**src/ebac_pkg.sv**
```systemverilog
/*
 * constants shared by the eeprom byte access controller and its programming timer.
 * assumes a cpu clock of 200 MHz and a 6-bit i/o register address space.
 */
package ebac_pkg;

   // address and data widths of the nonvolatile array
   localparam int ADDR_W = 9;
   localparam int DATA_W = 8;

   // i/o register addresses
   localparam logic [5:0] IO_NV_ADDR_LOW  = 6'h21;
   localparam logic [5:0] IO_NV_ADDR_HIGH = 6'h22;
   localparam logic [5:0] IO_NV_DATA_BYTE = 6'h23;
   localparam logic [5:0] IO_NV_CONTROL   = 6'h24;

   // nv_control field positions
   localparam int CTRL_READ_STROBE  = 0;
   localparam int CTRL_WRITE_STROBE = 1;
   localparam int CTRL_MASTER_ARM   = 2;
   localparam int CTRL_IRQ_ENABLE   = 3;
   localparam int CTRL_MODE_LO      = 4;
   localparam int CTRL_MODE_HI      = 5;

   // programming modes
   typedef enum logic [1:0] {
      EBAC_MODE_ATOMIC   = 2'h0,
      EBAC_MODE_ERASE    = 2'h1,
      EBAC_MODE_WRITE    = 2'h2,
      EBAC_MODE_RESERVED = 2'h3
   } ebac_mode_t;

   // programming engine states, gray along idle -> prog
   typedef enum logic [1:0] {
      EBAC_ENG_IDLE = 2'h0,
      EBAC_ENG_PROG = 2'h1
   } ebac_eng_state_t;

   // reset values
   localparam logic [1:0]  RESET_MODE = 2'h0;
   localparam logic [8:0]  RESET_ADDR = 9'h000;
   localparam logic [7:0]  RESET_DATA = 8'h00;

   // cpu-clock timing in cycles
   localparam logic [2:0] ARM_WINDOW_CYCLES  = 3'h4;
   localparam logic [2:0] WRITE_STALL_CYCLES = 3'h2;
   localparam logic [2:0] READ_STALL_CYCLES  = 3'h4;

   // programming times in microseconds, and rc-oscillator cycle counts
   localparam int ATOMIC_TIME_US    = 3400;
   localparam int SPLIT_TIME_US     = 1800;
   localparam int TYP_WRITE_TIME_US = 3300;
   localparam int RC_CYCLES_ATOMIC  = 26368;
   localparam int RC_CYCLES_SPLIT   = RC_CYCLES_ATOMIC * SPLIT_TIME_US / ATOMIC_TIME_US;
   localparam int RC_COUNT_W        = 15;

endpackage

```
**src/ebac_prog_timer.sv**
```systemverilog
/*
 * programming engine: latches one request and times it from the rc oscillator.
 * assumes rc_osc arrives unsynchronised and is much slower than clock;
 * reset only by power-on, so a system reset never cuts a write short.
 */
`timescale 1ns/10ps
module ebac_prog_timer #(
   parameter int ATOMIC_RC_CYCLES = ebac_pkg::RC_CYCLES_ATOMIC,
   parameter int SPLIT_RC_CYCLES  = ebac_pkg::RC_CYCLES_SPLIT
) (
   // clock and power-on reset
   input  wire logic       clock,
   input  wire logic       por,
   // rc oscillator pin
   input  wire logic       rc_osc,
   // start request
   input  wire logic       start,
   input  wire logic [1:0] start_mode,
   input  wire logic [8:0] start_addr,
   input  wire logic [7:0] start_data,
   // engine state
   output logic            busy,
   output logic [1:0]      mode,
   output logic [8:0]      addr,
   output logic [7:0]      data
);
   typedef struct packed {
      logic [2:0]                     sync;
      logic                           level;
      ebac_pkg::ebac_eng_state_t      st;
      logic [ebac_pkg::RC_COUNT_W-1:0] count;
      logic [1:0]                     mode;
      logic [8:0]                     addr;
      logic [7:0]                     data;
      logic                           busy;
   } ebac_timer_state_t;

   ebac_timer_state_t s;
   ebac_timer_state_t next_s;
   logic              agree;
   logic              tick;
   logic [ebac_pkg::RC_COUNT_W-1:0] last;

   always_comb begin
      next_s = s;
      next_s.sync = {s.sync[1:0], rc_osc};
      // only the second and third stage are looked at
      agree = (s.sync[1] == s.sync[2]);
      tick = agree && s.sync[2] && !s.level;
      if (agree) begin
         next_s.level = s.sync[2];
      end
      if (s.mode == ebac_pkg::EBAC_MODE_ATOMIC) begin
         last = ebac_pkg::RC_COUNT_W'(ATOMIC_RC_CYCLES - 1);
      end else begin
         last = ebac_pkg::RC_COUNT_W'(SPLIT_RC_CYCLES - 1);
      end
      case (s.st)
         ebac_pkg::EBAC_ENG_IDLE: begin
            if (start) begin
               next_s.st = ebac_pkg::EBAC_ENG_PROG;
               next_s.busy = 1'b1;
               next_s.count = '0;
               next_s.mode = start_mode;
               next_s.addr = start_addr;
               next_s.data = start_data;
            end
         end
         ebac_pkg::EBAC_ENG_PROG: begin
            if (tick) begin
               if (s.count == last) begin
                  next_s.st = ebac_pkg::EBAC_ENG_IDLE;
                  next_s.busy = 1'b0;
               end else begin
                  next_s.count = s.count + 1'b1;
               end
            end
         end
         default: begin
            next_s.st = ebac_pkg::EBAC_ENG_IDLE;
            next_s.busy = 1'b0;
         end
      endcase
   end

   always_ff @(posedge clock or posedge por) begin
      if (por) begin
         s <= '{sync: 3'h0, level: 1'b0, st: ebac_pkg::EBAC_ENG_IDLE, count: '0,
                mode: ebac_pkg::RESET_MODE, addr: ebac_pkg::RESET_ADDR,
                data: ebac_pkg::RESET_DATA, busy: 1'b0};
      end else begin
         s <= next_s;
      end
   end

   assign busy = s.busy;
   assign mode = s.mode;
   assign addr = s.addr;
   assign data = s.data;
endmodule

```
**src/ebac_ctrl.sv**
```systemverilog
/*
 * eeprom byte access controller: address, data and control registers on the
 * cpu i/o port, read path, guarded write start, cpu stall and ready interrupt.
 * assumes a combinational array read port on mem_rd_addr/mem_rdata, a cpu
 * that honours cpu_stall, and a power-on reset distinct from system reset.
 */
// Overview of operation
// - nine-bit linear byte address over two registers, high register upper bits read zero.
// - data register holds byte to program, and receives the byte read.
// - mode field selects atomic, erase only or write only; code 11 reserved.
// - mode field writes are ignored while the write strobe is busy.
// - reset returns mode to 00 unless programming is still in progress.
// - ready interrupt level while idle, enabled, global flag set and no flash self-programming active.
// - master arm bit clears itself four clock cycles after being set.
// - write strobe starts programming only while the master arm bit is set.
// - no programming start while flash self-programming is active.
// - hardware clears the write strobe when programming time has elapsed.
// - cpu is stalled two cycles when programming starts.
// - read strobe loads data register at once and stalls cpu four cycles.
// - no reads and no address changes while a write is in progress.
// - programming time counted in calibrated rc oscillator cycles, 26368 for atomic, 13959 for erase only or write only.
// - a write in progress completes across a system reset.
`timescale 1ns/10ps
module ebac_ctrl #(
   parameter int ATOMIC_RC_CYCLES = ebac_pkg::RC_CYCLES_ATOMIC,
   parameter int SPLIT_RC_CYCLES  = ebac_pkg::RC_CYCLES_SPLIT
) (
   // clock and resets
   input  wire logic       clock,
   input  wire logic       rst,
   input  wire logic       por,
   // cpu i/o register port
   input  wire logic [5:0] io_addr,
   input  wire logic       io_wr,
   input  wire logic       io_rd,
   input  wire logic [7:0] io_wdata,
   output logic [7:0]      io_rdata,
   // cpu side status
   input  wire logic       global_irq_flag,
   input  wire logic       flash_selfprog_busy,
   output logic            cpu_stall,
   output logic            ready_irq,
   // rc oscillator pin
   input  wire logic       rc_osc,
   // array read port
   output logic [8:0]      mem_rd_addr,
   input  wire logic [7:0] mem_rdata,
   // array programming port
   output logic            prog_active,
   output logic [1:0]      prog_mode,
   output logic [8:0]      prog_addr,
   output logic [7:0]      prog_data
);

   typedef struct packed {
      logic [8:0] nv_byte_address;
      logic [7:0] nv_data_byte;
      logic [1:0] prog_mode;
      logic       ready_irq_enable;
      logic       master_write_arm;
      logic [2:0] arm_left;
      logic [2:0] stall_left;
      logic       stall;
      logic       irq;
      logic [7:0] rdata;
      logic       start;
   } ebac_ctrl_state_t;

   localparam ebac_ctrl_state_t RESET_STATE = '{
      nv_byte_address:  ebac_pkg::RESET_ADDR,
      nv_data_byte:     ebac_pkg::RESET_DATA,
      prog_mode:        ebac_pkg::RESET_MODE,
      ready_irq_enable: 1'b0,
      master_write_arm: 1'b0,
      arm_left:         3'h0,
      stall_left:       3'h0,
      stall:            1'b0,
      irq:              1'b0,
      rdata:            8'h00,
      start:            1'b0
   };

   ebac_ctrl_state_t s;
   ebac_ctrl_state_t next_s;

   // programming engine view
   logic       eng_busy;
   logic [1:0] eng_mode;
   logic [8:0] eng_addr;
   logic [7:0] eng_data;

   // decoded strobes
   logic       wr_low;
   logic       wr_high;
   logic       wr_data;
   logic       wr_ctrl;
   logic       busy_now;
   logic [1:0] mode_view;
   logic [1:0] mode_written;
   logic       start_ok;
   logic       read_ok;
   logic [2:0] stall_load;

   // a start already issued counts as busy before the engine reports it
   assign busy_now = eng_busy | s.start;

   // mode readback follows the engine while it runs
   assign mode_view = eng_busy ? eng_mode : s.prog_mode;

   always_comb begin
      wr_low  = io_wr && (io_addr == ebac_pkg::IO_NV_ADDR_LOW);
      wr_high = io_wr && (io_addr == ebac_pkg::IO_NV_ADDR_HIGH);
      wr_data = io_wr && (io_addr == ebac_pkg::IO_NV_DATA_BYTE);
      wr_ctrl = io_wr && (io_addr == ebac_pkg::IO_NV_CONTROL);
   end

   // mode as it stands after this cycle's write
   always_comb begin
      mode_written = s.prog_mode;
      if (wr_ctrl && !busy_now) begin
         mode_written = io_wdata[ebac_pkg::CTRL_MODE_HI:ebac_pkg::CTRL_MODE_LO];
      end
   end

   // write start qualification
   always_comb begin
      start_ok = wr_ctrl
               && io_wdata[ebac_pkg::CTRL_WRITE_STROBE]
               && s.master_write_arm
               && !busy_now
               && !flash_selfprog_busy
               && (mode_written != ebac_pkg::EBAC_MODE_RESERVED);
   end

   // read strobe qualification
   always_comb begin
      read_ok = wr_ctrl
              && io_wdata[ebac_pkg::CTRL_READ_STROBE]
              && !busy_now;
   end

   // longer stall wins when both strobes arrive together
   always_comb begin
      stall_load = 3'h0;
      if (start_ok) begin
         stall_load = ebac_pkg::WRITE_STALL_CYCLES;
      end
      if (read_ok) begin
         stall_load = ebac_pkg::READ_STALL_CYCLES;
      end
   end

   always_comb begin
      next_s = s;
      next_s.start = 1'b0;

      // master arm times out
      if (s.master_write_arm) begin
         if (s.arm_left == 3'h1) begin
            next_s.master_write_arm = 1'b0;
            next_s.arm_left = 3'h0;
         end else begin
            next_s.arm_left = s.arm_left - 3'h1;
         end
      end

      // stall countdown
      if (s.stall_left != 3'h0) begin
         next_s.stall_left = s.stall_left - 3'h1;
      end

      // mode is frozen to the engine copy while programming
      if (eng_busy) begin
         next_s.prog_mode = eng_mode;
      end

      // address registers
      if (wr_low && !busy_now) begin
         next_s.nv_byte_address[7:0] = io_wdata;
      end
      if (wr_high && !busy_now) begin
         next_s.nv_byte_address[8] = io_wdata[0];
      end

      // data register written by the cpu
      if (wr_data) begin
         next_s.nv_data_byte = io_wdata;
      end

      // control register
      if (wr_ctrl) begin
         next_s.ready_irq_enable = io_wdata[ebac_pkg::CTRL_IRQ_ENABLE];
         next_s.prog_mode = mode_written;
         if (start_ok) begin
            next_s.start = 1'b1;
            next_s.master_write_arm = 1'b0;
            next_s.arm_left = 3'h0;
         end else if (io_wdata[ebac_pkg::CTRL_MASTER_ARM]) begin
            // writing zero leaves a running arm alone; only the timeout or an accepted start ends it
            next_s.master_write_arm = 1'b1;
            next_s.arm_left = ebac_pkg::ARM_WINDOW_CYCLES;
         end
      end

      // read fetch lands in the data register the same cycle
      if (read_ok) begin
         next_s.nv_data_byte = mem_rdata;
      end

      if (stall_load != 3'h0) begin
         next_s.stall_left = stall_load;
      end
      next_s.stall = (next_s.stall_left != 3'h0);

      // ready interrupt, a level for as long as the engine is idle
      next_s.irq = next_s.ready_irq_enable
                 && global_irq_flag
                 && !(eng_busy || next_s.start)
                 && !flash_selfprog_busy;

      // registered readback, answered one cycle after io_rd
      next_s.rdata = 8'h00;
      if (io_rd) begin
         case (io_addr)
            ebac_pkg::IO_NV_ADDR_LOW: begin
               next_s.rdata = s.nv_byte_address[7:0];
            end
            ebac_pkg::IO_NV_ADDR_HIGH: begin
               next_s.rdata = {7'h00, s.nv_byte_address[8]};
            end
            ebac_pkg::IO_NV_DATA_BYTE: begin
               next_s.rdata = s.nv_data_byte;
            end
            ebac_pkg::IO_NV_CONTROL: begin
               next_s.rdata = {2'h0, mode_view, s.ready_irq_enable,
                               s.master_write_arm, busy_now, 1'b0};
            end
            default: begin
               next_s.rdata = 8'h00;
            end
         endcase
      end
   end

   // system reset leaves the engine alone; mode readback then follows it
   always_ff @(posedge clock or posedge rst) begin
      if (rst) begin
         s <= RESET_STATE;
      end else begin
         s <= next_s;
      end
   end

   // timing is on the rc oscillator so it does not depend on the cpu clock rate
   ebac_prog_timer #(
      .ATOMIC_RC_CYCLES (ATOMIC_RC_CYCLES),
      .SPLIT_RC_CYCLES  (SPLIT_RC_CYCLES)
   ) u_timer (
      .clock      (clock),
      .por        (por),
      .rc_osc     (rc_osc),
      .start      (s.start),
      .start_mode (s.prog_mode),
      .start_addr (s.nv_byte_address),
      .start_data (s.nv_data_byte),
      .busy       (eng_busy),
      .mode       (eng_mode),
      .addr       (eng_addr),
      .data       (eng_data)
   );

   // outputs
   assign io_rdata    = s.rdata;
   assign cpu_stall   = s.stall;
   assign ready_irq   = s.irq;
   assign mem_rd_addr = s.nv_byte_address;
   assign prog_active = eng_busy;
   assign prog_mode   = eng_mode;
   assign prog_addr   = eng_addr;
   assign prog_data   = eng_data;

endmodule

```
**config.mk**
```make
export PLATFORM = sky130hd
export DESIGN_NAME = ebac_ctrl
export DESIGN_NICKNAME = d
export VERILOG_FILES = /design/src/ebac_pkg.sv /design/src/ebac_prog_timer.sv /design/src/ebac_ctrl.sv
export SDC_FILE = /design/constraint.sdc
export NUM_CORES = 1
export LEC_CHECK = 0
export BUFFER_PORTS_ARGS = -buffer_cell sky130_fd_sc_hd__buf_2
export CORE_UTILIZATION = 50
export DETAILED_ROUTE_END_ITERATION = 12
export PLACE_DENSITY = 0.72
export SYNTH_ARGS = -nofsm -noshare
export SYNTH_HDL_FRONTEND = slang
export SYNTH_HIERARCHICAL = 1
export SYNTH_SLANG_ARGS = --single-unit
```
**constraint.sdc**
```tcl
create_clock -name clock -period 2.6 [get_ports clock]
set_input_delay 0.52 -clock clock [delete_from_list [all_inputs] [get_ports clock]]
set_output_delay 0.52 -clock clock [all_outputs]
set_load 0.005 [all_outputs]
```
# Word level (Yosys, flattened, before mapping)

Index checks and enable logic that the tools add are counted.

Flip-flop bits (word level): 79
Output and inout port bits: 39

Equality and inequality tests: 13
Reductions and logical operators: 34
Bitwise logic cells: 1
$add $sub $neg: 3
Muxes and demuxes: 28

Operators with widths:

| kind                  | number |
|---|---|
| $mux 37               | 1 |
| $pmux 8 s4            | 1 |
| $mux 15               | 2 |
| $pmux 15 s2           | 1 |
| $eq 6x6->1 const B    | 4 |
| $mux 8                | 3 |
| $logic_and 1x1->1     | 19 |
| $mux 17               | 1 |
| $add 15x1->15 const B | 1 |
| $eq 15x15->1          | 1 |
| $mux 3                | 4 |
| $mux 4                | 3 |
| $reduce_bool 3->1     | 3 |
| $mux 2                | 4 |
| $mux 7                | 1 |
| $ne 2x2->1 const B    | 3 |
| $sub 3x1->3 const B   | 2 |
| $mux 1                | 5 |
| $logic_not 1->1       | 4 |
| $logic_not 2->1       | 2 |
| $ne 2x1->1 const B    | 2 |
| $pmux 2 s2            | 1 |
| $reduce_and 4->1      | 1 |
| $reduce_bool 2->1     | 2 |
| 8 further kinds       | 8 |

# Depth between registers and ports, before layout

Word-level depth: 13
Gate-level depth with buffers: 6

# Cells and area by module

Netlist, hierarchy kept.

Modules (own cells, without submodules):

| module          | cells each | sequential area each (um^2) | instances | area each (um^2) |
|---|---|---|---|---|
| ebac_ctrl       | 187        | 950.9                       | 1         | 2020.7 |
| ebac_prog_timer | 207        | 975.9                       | 1         | 1936.9 |

# Worst setup path after synthesis

OpenSTA, ideal clock, no wires.

Path type: in2reg
From: in io_addr[0]
To: reg s, in the netlist ready_irq
Buffers on the path: 1
Arrival: 1736 ps
Stages: 5
Required time: 2456 ps
Library setup time: 144 ps
Path slack: 720 ps
Path through: buf_2 or3b_1 nor3_2 mux2_2 nor3b_1

RTL lines:

| element                | line             | RTL |
|---|---|---|
| start: declaration     | ebac_ctrl.sv:33  | `input wire logic [5:0] io_addr,` |
| end signal: assignment | ebac_ctrl.sv:250 | `s <= next_s;` |
| end: declaration       | ebac_ctrl.sv:83  | `ebac_ctrl_state_t s;` |

# Worst setup path after layout

From: reg u_timer/s[20] (netlist bit)
To: reg u_timer/s[30] (netlist bit)

Word-level cells in the longest chain between the ends: 4
Elaborated cells on any way between the ends: 7
Those cells by class: 1 x add/sub; 2 x eq/ne; 3 x mux; 1 x reduce/logical

Ends and longest elaborated chain:

| element                  | line                  | RTL |
|---|---|---|
| start: declaration       | ebac_prog_timer.sv:38 | `ebac_timer_state_t s;` |
| start signal: assignment | ebac_prog_timer.sv:88 | `s <= '{sync: 3'h0, level: 1'b0, st: ebac_pkg::EBAC_ENG_IDLE, count: '0,` |
| start signal: assignment | ebac_prog_timer.sv:92 | `s <= next_s;` |
| $add 15x1->15            | ebac_prog_timer.sv:75 | `next_s.count = s.count + 1'b1;` |
| $mux 15                  | ebac_prog_timer.sv:71 | `if (s.count == last) begin` |
| $mux 17                  | ebac_prog_timer.sv:70 | `if (tick) begin` |
| $pmux 15 s2              | ebac_prog_timer.sv:58 | `case (s.st)` |

Parallel ways exist; a longest one is shown, timed or not. The select of a mux whose other input is x is not followed.
A chain may end at the register's enable or synchronous reset.

==> flow_summary.yaml <==
yosys:
  syn-mean-instance-area_um2: 10.0
  synthArstFlopShare_pct: 100
  yosysSeqAreaShare_pct: 48.7
  syn_nets: 431
  ys_ff_latch: 77
  synth_area_um2: 3960
  synth-edff-count: 0
  syn_inst: 394
  yosys_warnings: 6
  ys.flop_type: "dfrtp_1"
  synth.distinct_cells: 54
clock_tree:
  cts_max_path_buffers: 2
  numCtsBuffers: 9
  cts_tree: "done"
  insertion_delay_ns: 0.35
  htreeDepth: 3
  clk_pin_slew_ns: 0.08
  cts_root_buf: "clkbuf_8"
  cts_resized: 0
  post-cts-setup-buffers: 0
  numClockSinks: 77
  hold_buffers: 0
timing:
  slew_viol_final: 0
  period_minus_slack_ns: 2.09
  tightest_slew_ns: 0.661
  setup_viol: 0
  fin_crit_sh_pct: 80.6
  fmax_ghz: 0.477
  rsz0062_at_grt: "no"
  fin_tns_setup_ns: 0
  finClkSkew_ns: 0.00619
  hold_violations: 0
  relSlewSlack_pct: 55.7
global_routing:
  grt_pass1_vias: 2778
  grt_pass1_wl_um: 14000
  track_usage_pct: 21.9
  grt_max_degree: 40
  antenna_found_initial: 0
  grt-ovfl-total: 0
setup_path:
  cp_data_required_time_ns: 2.83
  crit_type: "reg2reg"
  endpoint_kind: "flip-flop"
  start_kind: "flip-flop"
  worst-path-max-fanout: 7
  cp.arrival_ns: 2.33
power:
  netSwitchingPower_mw: 0.775
  pwr-share-clk_pct: 31.0
  p_int_mw: 1.94
  p_comb_share_pct: 16.8
  swShare_pct: 28.6
  pwr-share-seq_pct: 52.3
  total_leakage_power_nw: 2.17
  power_density_nw_per_um2: 625
  ir_drop_v: 0.000328
  power_mw: 2.71
placement:
  place_congestion: 0.784
  hpwlAfterDp_um: 6160
  placed_area_um2: 4150
  portBuffers: 68
route:
  wl_per_cell_um: 15.7
  drtAntennaViolNets: 0
  drc: 0
  first_iter_violations: 157
  num_vias: 2905
  drt_wl_total_um: 8490
  via_per_inst: 5.38
  firstDrtPassIters: 4
layout:
  stdcell_area_um2: 4340
  diodes: 0
  area_growth_pct: 9.61
  final_common_cell: "nand2_1"
  final_layout_size_suffix_gt1_share_pct: 26.9
  nets: 470
  final_cell_mix: "80 x nand2_1, 77 x dfrtp_1, 68 x buf_2, 24 x mux2i_1, 21 x nor2_1"
floorplan:
  fp.dieW_um: 91.0
  num_io_pins: 69
  start_util_pct: 51.5
  fp.dieH_um: 91.0
  die-area_um2: 8270
  core_um2: 7690
  fp-row-count: 32
run_status:
  outcome: "complete, no violations"
job:
  maxCapViolations: 0
worst_hold_path:
  hold_class: "in2async"
==> routing by layer <==
layer	wire length (um)	track usage, %	vias up
li1	-	-	1408
met1	3880	30.4	1395
met2	4030	33.4	87
met3	376	4.02	15
met4	201	10.4	0
met5	0	0	-
==> registers in the layout (all words and copies together), names as in the netlist <==
name and count:
io_rdata 8, u_timer/next_s 2, u_timer/busy 1, u_timer/s 17, ready_irq 1, u_timer/data 8, s 19, mem_rd_addr 9
u_timer/addr 9, cpu_stall 1, u_timer/mode 2
==> final cells by class <==
cell class              count  area, um2
multi-input cells         254       1640
clock buffers              11        151
repair buffers             75        393
inverters                  16       60.1
well taps                 102        128
fillers                   709       3350
flip-flops and latches     77       1930
clock inverters             5       35.0
==> cells in the mapped netlist, types with 2 or more instances <==
library cell | number | area, um2
nand2_1 | 80 | 300
dfrtp_1 | 77 | 1930
buf_4 | 37 | 278
mux2i_1 | 24 | 240
nor2_1 | 21 | 78.8
inv_1 | 16 | 60.1
mux2_2 | 16 | 180
a21oi_1 | 15 | 75.1
nor3_1 | 10 | 50.1
o21ai_0 | 9 | 45.0
nand3_1 | 8 | 40.0
ha_1 | 7 | 87.6
clkbuf_1 | 6 | 22.5
nand4_1 | 5 | 31.3
a2bb2oi_1 | 4 | 35.0
nor3b_1 | 4 | 30.0
nor4_1 | 4 | 25.0
a31oi_1 | 3 | 18.8
and3_1 | 3 | 18.8
buf_2 | 3 | 15.0
nand4b_1 | 3 | 26.3
and4_4 | 2 | 22.5
nand2b_1 | 2 | 12.5
nor2b_1 | 2 | 12.5
o22ai_1 | 2 | 12.5
or3b_1 | 2 | 17.5
or4_1 | 2 | 15.0
==> final timing paths <==
check | from | endpoint | slack, ns | cells past startpoint
worst max-delay path | u_timer/s[20] | u_timer/s[30] | 0.51 | 5
worst min-delay path | rst | io_rdata[7] | 0.28 | 3
worst max register to register | u_timer/s[20] | u_timer/s[30] | 0.51 | 5
worst min register to register | u_timer/next_s[40] | u_timer/s[40] | 0.40 | 0
max in group asynchronous | por | u_timer/next_s[39] | 1.96 | 3
min in group clock | rc_osc | u_timer/next_s[39] | 0.28 | 1
==> critical path: stages (launching register included) <==
cell and delay [ns]:
dfrtp_1 0.43, or4b_1 0.51, mux2i_1 0.23, nand4_2 0.27
and4_4 0.27, a211o_1 0.26
==> power groups by stage <==
stage / clock [mW] / combinational [mW] / sequential [mW]
5_1_grt: 0.898 / 0.512 / 1.43
3_5_place_dp: 0 / 0.456 / 1.44
6_report: 0.840 / 0.455 / 1.42
2_1_floorplan: 0 / 0.345 / 1.41
3_3_place_gp: 0 / 0.425 / 1.43
4_1_cts: 0.854 / 0.460 / 1.42
==> stage by stage <==
| stage | cells | util, % | hold slack [ns] | setup slack [ns] |
|---|---|---|---|---|
| final | 540 | 56.4 | 0.281 | 0.506 |
| after global routing | 540 | 56.4 | 0.272 | 0.364 |
| after CTS | 540 | 56.4 | 0.271 | 0.527 |
| after detailed placement | 524 | 54.0 | 0.381 | 0.464 |
| after global placement | 524 | 54.0 | 0.370 | 0.519 |
| after floorplan | 394 | - | 0.331 | 0.720 |
==> kinds of logic (layout without fill, tap and decap cells) <==
logic type                 Yosys count  after routing  share of synthesized area [%]
and+or+nand+nor                    160            160                           20.4
DFF                                 77             77                           48.7
buffers and inverters               63            107                           9.77
AOI/OAI and AO/OA                   46             46                           8.06
muxes                               40             40                           10.6
adders and majority gates            7              7                           2.21
xor gates and xnor gates             1              1                          0.221
Power figures use the tool's default switching activity.
